**src/system_config_status_regs.vh**
```
// Register offsets, field positions, reset values and timing counts
`ifndef SYSTEM_CONFIG_STATUS_REGS_VH
`define SYSTEM_CONFIG_STATUS_REGS_VH
`define VERSION_CODE_HI_ADDR 16'h0002
`define VERSION_CODE_LO_ADDR 16'h0003
`define SYSTEM_STATUS_ADDR 16'h2000
`define SOFT_RESET_CONTROL_ADDR 16'h2004
`define IRQ_AND_CLOCK_CONFIG_ADDR 16'h2005
`define TICK_COUNTER_HI_ADDR 16'h2016
`define TICK_COUNTER_LO_ADDR 16'h2017
`define TICK_COUNTER_CLEAR_ADDR 16'h2020
`define CHIP_LOCK_BIT 7
`define NETWORK_LOCK_BIT 6
`define PHY_LOCK_BIT 5
`define PARALLEL_MODE_BIT 1
`define SPI_MODE_BIT 0
`define SOFT_RESET_BIT 7
`define IRQ_ENABLE_BIT 7
`define SYSCLK_SELECT_BIT 0
`define SOFT_RESET_CONTROL_RESET 8'h80
`define IRQ_AND_CLOCK_CONFIG_RESET 8'h80
`define TICK_COUNTER_RESET 16'h0000
`define VERSION_CODE_VALUE 16'h1234 // Arbitrary value
`define TICK_CYCLES 16'h07d0 // 100 us of 50 ns clock cycles
`endif

```
**src/tick_timer.v**
```verilog
// Free-running 100 us tick counter with clear
`timescale 1ns/1ps
`include "system_config_status_regs.vh"
module tick_timer #(
  parameter [15:0] TICK_CYCLES = `TICK_CYCLES
) (
  input wire core_clk,
  input wire resetn,
  input wire clear,
  output reg [15:0] tickCount
);
  reg [15:0] prescale_reg;
  always @(posedge core_clk)
  begin
    if (!resetn || clear)
    begin
      prescale_reg <= 16'h0000; // RQ15
      tickCount <= `TICK_COUNTER_RESET; // RQ15
    end
    else if (prescale_reg == TICK_CYCLES - 16'h0001)
    begin
      prescale_reg <= 16'h0000;
      tickCount <= tickCount + 16'h0001; // RQ14
    end
    else
    begin
      prescale_reg <= prescale_reg + 16'h0001;
    end
  end
endmodule // tick_timer

```
**src/system_config_status_regs.v**
```verilog
// Common system register bank: version, status, soft reset, config, tick counter
// Summary of operation
// [RQ1] Fixed 16-bit version code, high byte at the lower address.
// [RQ2] Read-only status byte shows lock states and host interface mode.
// [RQ3] Bit 7 shows chip lock; when set, both config registers refuse writes.
// [RQ4] Bit 6 shows network lock; when set, network address writes are refused.
// [RQ5] Network lock covers MAC, IPv4 and IPv6 addresses and IPv6 prefix.
// [RQ6] IPv6 gateway address stays writable regardless of network lock.
// [RQ7] Bit 5 shows PHY lock; when set, PHY control writes are refused.
// [RQ8] Bit 1 is 1 when mode pins read 010X, parallel bus host mode.
// [RQ9] Bit 0 is 1 for SPI mode pins; bits 4 to 2 read zero.
// [RQ10] Writing 0 to soft-reset bit 7 reinitialises all registers; resets to 0x80.
// [RQ11] Soft-reset register accepts writes only while chip lock is 0.
// [RQ12] Config bit 7 gates active-low interrupt; 0 keeps pin high.
// [RQ13] Config bit 0 selects 100MHz or 25MHz clock, only while unlocked.
// [RQ14] Read-only 16-bit tick counter, reset zero, increments every 100us.
// [RQ15] Any write to tick clear register zeroes the tick counter.
// [RQ16] Refused writes are silently ignored; stored value stays unchanged.
`timescale 1ns/1ps
`include "system_config_status_regs.vh"
module system_config_status_regs (
  input wire core_clk,
  input wire resetn,
  input wire [15:0] regAddr,
  input wire regWrite,
  input wire regRead,
  input wire [7:0] regWriteData,
  output reg [7:0] regReadData,
  input wire chipLockFlag,
  input wire networkLockFlag,
  input wire phyLockFlag,
  input wire [3:0] modePins,
  input wire eventPending,
  input wire netAddrWriteReq,
  input wire ipv6GatewayWriteReq,
  input wire phyCtrlWriteReq,
  output wire netAddrWriteEn,
  output wire ipv6GatewayWriteEn,
  output wire phyCtrlWriteEn,
  output reg irqOutN,
  output wire sysclkSelect,
  output reg softResetN
);
  wire [7:0] syncIn;
  wire [7:0] syncOut;
  wire [3:0] modeSync;
  wire chipLock;
  wire networkLock;
  wire phyLock;
  wire eventSync;
  wire parallelHostModeFlag;
  wire spiHostModeFlag;
  wire [7:0] systemStatus;
  wire [15:0] tickCounter;
  wire [15:0] versionCode;
  wire softResetRequest;
  wire softResetWrite;
  wire configWrite;
  wire tickClear;
  wire localResetN;
  reg [7:0] softReset_reg;
  reg [7:0] softReset_next;
  reg [7:0] config_reg;
  reg [7:0] config_next;
  reg [7:0] readData_next;
  reg irqOut_next;
  genvar bitIndex;

  // Version code, read as two bytes, high byte first
  assign versionCode = `VERSION_CODE_VALUE; // Arbitrary value
  assign syncIn = {
    modePins,
    chipLockFlag,
    networkLockFlag,
    phyLockFlag,
    eventPending
  };

  // Pins and lock inputs pass two flip-flops
  generate
    for (bitIndex = 0; bitIndex < 8; bitIndex = bitIndex + 1)
    begin : gen_sync
      reg stage1_reg;
      reg stage2_reg;
      always @(posedge core_clk)
      begin
        if (!resetn)
        begin
          stage1_reg <= 1'b0;
          stage2_reg <= 1'b0;
        end
        else
        begin
          stage1_reg <= syncIn[bitIndex];
          stage2_reg <= stage1_reg;
        end
      end
      assign syncOut[bitIndex] = stage2_reg;
    end
  endgenerate

  assign modeSync = syncOut[7:4];
  assign chipLock = syncOut[3];
  assign networkLock = syncOut[2];
  assign phyLock = syncOut[1];
  assign eventSync = syncOut[0];

  // Status byte: lock states, reserved zeros, host mode
  assign parallelHostModeFlag = (modeSync[3:1] == 3'h2); // RQ8
  assign spiHostModeFlag = (modeSync == 4'h0); // RQ9
  assign systemStatus = {
    chipLock,
    networkLock,
    phyLock,
    3'h0,
    parallelHostModeFlag,
    spiHostModeFlag
  }; // RQ2

  // Write gates handed to the locked register groups
  assign netAddrWriteEn = netAddrWriteReq & ~networkLock; // RQ4 RQ5 RQ16
  assign ipv6GatewayWriteEn = ipv6GatewayWriteReq; // RQ6
  assign phyCtrlWriteEn = phyCtrlWriteReq & ~phyLock; // RQ7 RQ16

  // Chip lock refuses both system config registers
  assign softResetWrite = regWrite && (regAddr == `SOFT_RESET_CONTROL_ADDR)
    && !chipLock; // RQ3 RQ11 RQ16
  assign configWrite = regWrite && (regAddr == `IRQ_AND_CLOCK_CONFIG_ADDR)
    && !chipLock; // RQ3 RQ13 RQ16
  // Tick counter cleared by any write to its clear address
  assign tickClear = regWrite && (regAddr == `TICK_COUNTER_CLEAR_ADDR); // RQ15

  // A cleared reset bit holds the rest of the bank in reset for one cycle
  assign softResetRequest = !softReset_reg[`SOFT_RESET_BIT];
  assign localResetN = resetn & ~softResetRequest; // RQ10

  always @*
  begin
    softReset_next = softReset_reg;
    if (softResetRequest)
    begin
      softReset_next = `SOFT_RESET_CONTROL_RESET; // RQ10
    end
    else if (softResetWrite)
    begin
      softReset_next = {regWriteData[`SOFT_RESET_BIT], 7'h00}; // RQ10 RQ11
    end
  end

  always @(posedge core_clk)
  begin
    if (!resetn)
    begin
      softReset_reg <= `SOFT_RESET_CONTROL_RESET; // RQ10
    end
    else
    begin
      softReset_reg <= softReset_next;
    end
  end

  // Config: interrupt enable and clock select, reserved bits kept at zero
  always @*
  begin
    config_next = config_reg;
    if (configWrite)
    begin
      config_next = {regWriteData[`IRQ_ENABLE_BIT], 6'h00,
        regWriteData[`SYSCLK_SELECT_BIT]}; // RQ12 RQ13
    end
    irqOut_next = ~(config_reg[`IRQ_ENABLE_BIT] & eventSync); // RQ12
  end

  // Soft reset output is registered: low in the cycle after each cycle the bank is held in reset
  always @(posedge core_clk)
  begin
    if (!localResetN)
    begin
      config_reg <= `IRQ_AND_CLOCK_CONFIG_RESET; // RQ10
      irqOutN <= 1'b1;
      softResetN <= 1'b0; // RQ10
    end
    else
    begin
      config_reg <= config_next;
      irqOutN <= irqOut_next; // RQ12
      softResetN <= 1'b1;
    end
  end

  assign sysclkSelect = config_reg[`SYSCLK_SELECT_BIT]; // RQ13

  tick_timer u_tick_timer (
    .core_clk(core_clk),
    .resetn(localResetN),
    .clear(tickClear),
    .tickCount(tickCounter)
  );

  // Read data registered one cycle after the read strobe, held until the next read or a bank reset clears it to zero
  always @*
  begin
    readData_next = regReadData;
    if (regRead)
    begin
      case (regAddr)
        `VERSION_CODE_HI_ADDR: readData_next = versionCode[15:8]; // RQ1
        `VERSION_CODE_LO_ADDR: readData_next = versionCode[7:0]; // RQ1
        `SYSTEM_STATUS_ADDR: readData_next = systemStatus; // RQ2
        `SOFT_RESET_CONTROL_ADDR: readData_next = 8'h00; // RQ10
        `IRQ_AND_CLOCK_CONFIG_ADDR: readData_next = config_reg; // RQ12 RQ13
        `TICK_COUNTER_HI_ADDR: readData_next = tickCounter[15:8]; // RQ14
        `TICK_COUNTER_LO_ADDR: readData_next = tickCounter[7:0]; // RQ14
        default: readData_next = 8'h00;
      endcase
    end
  end

  always @(posedge core_clk)
  begin
    if (!localResetN)
    begin
      regReadData <= 8'h00;
    end
    else
    begin
      regReadData <= readData_next;
    end
  end
endmodule // system_config_status_regs

```
**config.mk**
```make
export PLATFORM = sky130hd
export DESIGN_NAME = system_config_status_regs
export DESIGN_NICKNAME = d
export VERILOG_FILES = /design/src/tick_timer.v /design/src/system_config_status_regs.v
export VERILOG_INCLUDE_DIRS = /design/src
export SDC_FILE = /design/constraint.sdc
export NUM_CORES = 1
export LEC_CHECK = 0
export ABC_AREA = 1
export BUFFER_PORTS_ARGS = -buffer_cell sky130_fd_sc_hd__buf_2
export CAP_MARGIN = 25
export CORE_ASPECT_RATIO = 1.4
export CORE_UTILIZATION = 60
export DETAILED_ROUTE_END_ITERATION = 6
export MAX_ROUTING_LAYER = met4
export PLACE_DENSITY = 0.85
export SLEW_MARGIN = 30
export SYNTH_ARGS = -nofsm -noshare
export SYNTH_HDL_FRONTEND = slang
export SYNTH_SLANG_ARGS = --single-unit
```
**constraint.sdc**
```tcl
create_clock -name core_clk -period 3.6 [get_ports core_clk]
set_clock_uncertainty 0.15 [all_clocks]
set_input_delay 0.54 -clock core_clk [delete_from_list [all_inputs] [get_ports core_clk]]
set_output_delay 0.54 -clock core_clk [all_outputs]
set_load 0.01 [all_outputs]
```
## Yosys cells after proc, flatten, opt, wreduce, memory -nomap -nowiden

Cells that the tools add are included.
Widths: inputs -> output; s select.

| storage, ports and cells | value |
|---|---|
| register bits | 61 |
| input port bits | 39 |
| output and inout bits | 14 |

| cells by class | value |
|---|---|
| eq/ne operators | 10 |
| reduce and logical (&&, ||, !) cells | 11 |
| add/subtract/negate cells | 2 |
| muxes and demuxes | 2 |
| bitwise logic cells | 7 |

Operators by type and width:

| kind | number |
|---|---|
| $eq 16x14->1 const B | 6 |
| $pmux 8 s6 | 1 |
| $add 16x1->16 const B | 2 |
| $eq 16x2->1 const B | 2 |
| $eq 16x11->1 const B | 1 |
| $logic_and 1x1->1 | 5 |
| $and 1x1->1 | 4 |
| $logic_not 4->1 | 1 |
| $eq 3x2->1 const B | 1 |
| $not 1->1 | 3 |
| $reduce_and 3->1 | 1 |
| $logic_not 1->1 | 2 |
| $reduce_or 2->1 | 1 |
| $logic_or 1x1->1 | 1 |
| $mux 1 | 1 |

## Logic depth before layout (Yosys ltp)

Gate-level depths: netlist of the first run.

| logic depth | value |
|---|---|
| depth in word-level cells | 4 |
| depth in mapped cells | 10 |
| gate-level depth less buffers | 10 |

## By module

Synthesis of the first run repeated with hierarchy kept, for this count alone.

| second synthesis, totals | value |
|---|---|
| cell total of the unflattened synthesis | 454 |
| area total of the unflattened synthesis | 3171.8 um^2 |

By module, submodules not included:

| module | instances | cells each | area each (um^2) |
|---|---|---|---|
| tick_timer | 1 | 256 | 1793.0 |
| system_config_status_regs | 1 | 198 | 1378.8 |

## Worst setup path after synthesis of the first run

No wires, ideal clock.

| path | value |
|---|---|
| kind | input-to-reg |
| from | input regAddr[11] |
| to | register u_tick_timer.tickCount[0] |
| slack | 1824 ps |
| data required time | 3332 ps |
| library setup time | 118 ps |
| stages on the path | 7 |
| path buffers | 1 |
| arrival time | 1508 ps |
| cells stage by stage | nor2_1 -> nand2_1 -> nor2_2 -> a31oi_2 -> inv_1 -> buf_2 -> nor2_1 |

| on the way | value |
|---|---|
| cells in the longest elaborated chain, start to end | 3 |

Ends and longest elaborated chain:

| item | RTL line | source |
|---|---|---|
| from (decl) | system_config_status_regs.v:24 | `input wire [15:0] regAddr,` |
| $eq 16x14->1 (no source line) | - |  |
| $logic_and 1x1->1 | system_config_status_regs.v:131 | `` assign tickClear = regWrite && (regAddr == `TICK_COUNTER_CLEAR_ADDR); `` |
| $logic_or 1x1->1 | tick_timer.v:15 | `if (!resetn \|\| clear)` |
| to (signal assigned) | tick_timer.v:18 | `` tickCount <= `TICK_COUNTER_RESET; `` |
| to (signal assigned) | tick_timer.v:23 | `tickCount <= tickCount + 16'h0001;` |
| to (decl) | tick_timer.v:10 | `output reg [15:0] tickCount` |

Every way passes these cells.
A chain may end at the register's enable or synchronous reset.

## Worst setup path after layout of the first run

| path | value |
|---|---|
| from | register u_tick_timer.prescale_reg[0] |
| to | register u_tick_timer.prescale_reg[12] |

| on the way | value |
|---|---|
| cells in the longest elaborated chain, start to end | 2 |

Ends and longest elaborated chain:

| item | RTL line | source |
|---|---|---|
| from (decl) | tick_timer.v:12 | `reg [15:0] prescale_reg;` |
| from (signal assigned) | tick_timer.v:27 | `prescale_reg <= prescale_reg + 16'h0001;` |
| branches (longest 2 deep; another with $add 16x1->16) | - |  |

Parallel ways; which one is timed is not known.

==> results of run 1 <==
==> through the flow <==
step / hold WS, ns / setup slack, ns
floorplan: 0.217 / 1.82
global placement: 0.223 / 1.40
detailed placement: 0.225 / 1.35
CTS: 0.210 / 1.31
global route: 0.211 / 1.08
finish: 0.221 / 1.31
==> power breakdown <==
group	switching, mW	internal (mW)	leakage [nW]
sequential	0.00536	0.687	0.496
clock	0.289	0.393	0.110
combinational	0.0397	0.0261	0.907
==> cells in the mapped netlist <==
cell and n:
nor3_1 11, nand3_1 42, a31oi_2 1, nor3b_1 1
and2_1 3, clkbuf_1 2, xnor2_1 9, inv_4 1
nand2_2 1, a21oi_1 24, buf_6 3, nand3_2 1
nand2_1 108, dfxtp_1 61, o21ai_0 7, nor2_4 1
nor2_1 59, xor2_1 12, nand4_1 8, or2_2 2
nor3_4 1, a31oi_1 1, o211ai_1 1, nor2_2 1
nand2_4 1, inv_1 57, nor4_1 2, ha_1 2
a21oi_2 1, buf_4 1, buf_2 3
==> critical path: cells and delay by family, from the launching register on <==
family                   cells  cell delay [ns]
AND/OR/NAND/NOR              6             1.26
buffers and inverters        1             0.20
adder cells (fa/ha/maj)      1             0.20
flip-flops                   1             0.36
==> final timing paths <==
kind / to / cells past startpoint / slack, ns / from
hold reg to reg: irqOutN / 1 / 0.24 / eventSync
hold / removal: gen_sync[4].stage1_reg / 3 / 0.22 / modePins[0]
setup / recovery: u_tick_timer.prescale_reg[12] / 8 / 1.31 / u_tick_timer.prescale_reg[0]
setup reg to reg: u_tick_timer.prescale_reg[12] / 8 / 1.31 / u_tick_timer.prescale_reg[0]
==> layout by cell type, fill, tap and decap left out, drive strengths merged, types with 3 or more instances in the layout <==
cell / n
a21oi: 25
nand4: 8
nor2: 61
and2: 3
buf: 45
clkinv: 3
clkbuf: 9
xor2: 12
nor3: 12
nand2: 110
xnor2: 9
nand3: 43
o21ai: 7
inv: 59
dfxtp: 61
==> cell families (layout without fill, tap and decap cells) <==
kind of cell / after synthesis / after routing
xor+xnor: 21 / 21
buf+inv: 67 / 119
compound gates: 35 / 35
flops: 61 / 61
simple gates: 242 / 242
fa+ha+maj: 2 / 2
==> layout make-up <==
cell class | count | area [sq um] | area share, %
multi-input cells | 300 | 1450 | 42.5
repair buffers | 45 | 228 | 6.65
clock buffers | 9 | 124 | 3.62
inverters | 58 | 220 | 6.43
flip-flops and latches | 61 | 1220 | 35.7
well taps | 62 | 77.6 | 2.27
clock inverters | 7 | 98.8 | 2.89
==> layer usage <==
layer / global-route usage, % / vias up
li1: - / 1446
met1: 29.6 / 1235
met2: 45.2 / 73
met3: 5.64 / 17
met4: 15.4 / 0
met5: - / -
==> metrics, run 1 <==
Initial Util 63.7%; synthesized flop and latch total 61; GRT Overall Usage 27.4%; RSZ-0062 raised after global routing false; crit share post-route 63.5%; detailed-route via count 2771; io pins 53; initial DRC count 163; drt first pass iters 5; die width 61.4 microns; cell count after synthesis 428; vias in the first global route 2504; Die Ht 85.1 microns; Filler cells 393; Max-cap violations 0; Routed WL 6220 microns; Die ar. 5220 sq um; n_diodes 0; GPL Wtd Cong 0.889; WS Path Type reg2reg; Yosys warning total 0; Final min period 2.29 ns; maximum VDD drop 0.363 mV; register area share after synthesis 41.3%; design area 3420 sq um; Finished Layout Cells 542; element type at the critical path start flop; Bufs on Longest Clock Path 2; clock tree sinks 61; Row Count 29; number of setup buffers added after CTS 0; proportion of layout cells with a drive suffix above 1 15.0%; final setup fails 0; mux cell area share after synthesis 0%; Post-Synth Adder-Cell Area 0.846%; core area 4640 sq um; maximum clock rate 437 MHz; CP endpoint kind flop; Routed wire per std cell 11.5 microns; met2 WL 3220 microns; Detail Route Antenna Nets 0; run status completed; delay of the slowest critical-path stage 0.60 ns; Placed Cells 526; Area contributors post-synth dfxtp_1, nand2_1, nor2_1; Synth Area in Simple Gates 35.6%; Max Slew Vio Count 0; clk root buf clkbuf_8; CTS Buf Count 9; final hold vios 0; XOR/XNOR share of the synthesized area 6.22%; Max Used Layer met4; vias per cell 5.11; DRT met1 WL 2610 microns; Synth Area in Compound Gates 6.43%; Distinct cells, synth 31; post-synthesis cell area 2960 sq um; initial antenna violation count 0; Final nets 516; IO buf count 44; dpl hpwl 4420 microns; CP cell instances ha_1, nand2_1, nor2_4, nand3_2, nor3_4, inv_4, nand2_4, nor3_1; total chip power 1.44 mW; first-pass GRT wire length 10300 microns; Clock transition at path regs 0.07 ns; H-tree depth 3; Worst-Margin Slew 0.764 ns; Crit-path slowest cell nor3_4; post-layout util 73.7%; post-synth top area share 41.3%; Congestion Overflow GR 0; CTS hold repair buffers 0; largest net degree at the start of global routing 20; largest family of logic cells by synthesized area simple AND/OR/NAND/NOR gates; latest clock arrival within the worst-skew pair 0.35 ns; Mapped Nets 469; WP data required 3.68 ns; Setup TNS 0 ns; met3 WL 190 microns; Cell Area, Placed 3200 sq um; Critical Path AT 2.37 ns; post_cts resized 0; Synth area leader dfxtp_1; CTS tree built; Leak 1.51 nW; Slew headroom 48.9%; Residual DRC 0; Syn-to-layout area delta 15.7%; crit-path max FO 19; Power Dens Cells 420 nW/um^2; syn_area_per_cell 6.91 sq um; class of the worst hold path in2reg
(Power assumes the default switching activity.)
==> inputs of run 2 (changes only) <==
--- a/config.mk
+++ b/config.mk
@@ -10,10 +10,10 @@
 export BUFFER_PORTS_ARGS = -buffer_cell sky130_fd_sc_hd__buf_2
 export CAP_MARGIN = 25
 export CORE_ASPECT_RATIO = 1.4
-export CORE_UTILIZATION = 60
+export CORE_UTILIZATION = 55
 export DETAILED_ROUTE_END_ITERATION = 6
 export MAX_ROUTING_LAYER = met4
-export PLACE_DENSITY = 0.85
+export PLACE_DENSITY = 0.79
 export SLEW_MARGIN = 30
 export SYNTH_ARGS = -nofsm -noshare
 export SYNTH_HDL_FRONTEND = slang
==> constraint.sdc (replaced) <==
create_clock -name core_clk -period 2.3 [get_ports core_clk]
set_clock_uncertainty 0.15 [all_clocks]
set_input_delay 0.345 -clock core_clk [delete_from_list [all_inputs] [get_ports core_clk]]
set_output_delay 0.345 -clock core_clk [all_outputs]
set_load 0.01 [all_outputs]
==> metrics, run 2 (synthesis results as in run 1) <==
CTS hold repair buffers 0; Clk pwr share 46.8%; delay-heaviest family, CP simple AND/OR/NAND/NOR gates; io pins 53; Residual DRC 0; CP cell instances ha_1, nand2_1, nor2_4, nand3_2, nor3_4, buf_4, nand2_1, o21ai_0, nand2_1, inv_1; latest clock arrival within the worst-skew pair 0.34 ns; Max Slew Vio Count 0; crit path from u_tick_timer.prescale_reg[0]; clk root buf clkbuf_8; Initial Util 57.4%; maximum clock rate 546 MHz; cell mode on critical path nand2_1; WP data required 2.44 ns; Leak 1.52 nW; most frequent cells in the layout nand2_1, dfxtp_1, nor2_1; Detail Route Antenna Nets 0; class of the worst hold path in2reg; Cell Area, Placed 3230 sq um; Final min period 1.83 ns; Placed Cells 533; Routed wire per std cell 10.8 microns; Finished Layout Cells 549; number of setup buffers added after CTS 0; Final nets 519; run status completed; initial DRC count 146; crit share post-route 79.6%; Seq pwr share 48.5%; commonest non-fill, non-tap cell in the layout nand2_1; delay of the slowest critical-path stage 0.35 ns; post-layout util 66.9%; final hold vios 0; GRT Overall Usage 23.9%; Bufs on Longest Clock Path 2; Crit-path slowest cell dfxtp_1; maximum VDD drop 0.683 mV; post_cts resized 0; RSZ-0062 raised after global routing false; Hold WS 0.0289 ns; drt first pass iters 4; WP depth 10; CTS tree built; r2r setup slk 0.47 ns; Power Dens Cells 647 nW/um^2; clock tree sinks 61; initial antenna violation count 0; Die ar. 5680 sq um; final worst setup slack 0.470 ns; Worst R2R Path Depth 10; core area 5160 sq um; total chip power 2.23 mW; Syn-to-layout area delta 16.7%; largest net degree at the start of global routing 19; Routed WL 5950 microns; Reg2Reg Launch Point u_tick_timer.prescale_reg[0]; Clock transition at path regs 0.07 ns; crit-path max FO 18; Psw 0.504 mW; Die Ht 88.8 microns; GPL Wtd Cong 0.916; vias in the first global route 2440; CTS Buf Count 9; dpl hpwl 4430 microns; element type at the critical path start flop; first-pass GRT wire length 10100 microns; Worst-Margin Slew 0.419 ns; worst r2r dst u_tick_timer.tickCount[2]; WS Path Type reg2reg; CP endpoint kind flop; H-tree depth 3; WP buf/inv 2; Filler cells 449; Setup crit end u_tick_timer.tickCount[2]; final setup fails 0; design area 3450 sq um; Congestion Overflow GR 0; Max-cap violations 0; Row Count 31; Switching Share 22.5%; Setup TNS 0 ns; combinational share of power 4.6%; proportion of layout cells with a drive suffix above 1 15.5%; IO buf count 44; vias per cell 5.01; pre-CTS setup slack 0.453 ns; internal power component 1.73 mW; die width 64.0 microns; Critical Path AT 1.97 ns; n_diodes 0; detailed-route via count 2752; Slew headroom 72.0%
[run 2: cell count changes in the layout (fill, tap and decap cells not counted)]
cell	delta
clkinv_2	-1
clkinvlp_4	+2
buf_4	+3
inv_6	-1
[run 2: worst min path at each step]
stage / from / to / slack, ns / depth (start not counted)
6_report: chipLockFlag / gen_sync[3].stage1_reg / 0.03 / 3
5_1_grt: modePins[3] / gen_sync[7].stage1_reg / 0.02 / 3
4_1_cts: chipLockFlag / gen_sync[3].stage1_reg / 0.02 / 3
3_5_place_dp: eventSync / irqOutN / 0.23 / 1
3_3_place_gp: eventSync / irqOutN / 0.22 / 1
2_1_floorplan: eventSync / irqOutN / 0.22 / 1
[run 2: power by group through the flow]
stage | clock (mW) | sequential [mW] | combinational, mW
after floorplan | 0 | 1.11 | 0.0616
after global routing | 1.12 | 1.09 | 0.119
after global placement | 0 | 1.11 | 0.101
after detailed placement | 0 | 1.11 | 0.104
final | 1.05 | 1.08 | 0.103
after CTS | 1.07 | 1.08 | 0.105
[run 2: worst reg2reg max path: cells and delay by family, from the launching register on]
kind | cells | cell delay [ns]
AOI/OAI and AO/OA | 1 | 0.08
adders and majority gates | 1 | 0.20
buffers and inverters | 2 | 0.32
DFF | 1 | 0.35
and+or+nand+nor | 6 | 0.67
[run 2: metal layers]
layer  track usage [%]  share of wire [%]  vias up
li1                  -                  -     1447
met1              25.4                 42     1233
met2              40.3                 53       62
met3              4.77                3.1       10
met4              15.9                2.4        0
met5                 -                  0        -
[run 2: cell type report]
class	instances	area (sq um)	share of cell area [%]
clock inverter	7	100	2.90
sequential	61	1220	35.4
clock buffer	9	124	3.59
tap	66	82.6	2.39
timing repair buffer	48	250	7.25
inverter	58	220	6.38
multi-input combinational	300	1450	42.1
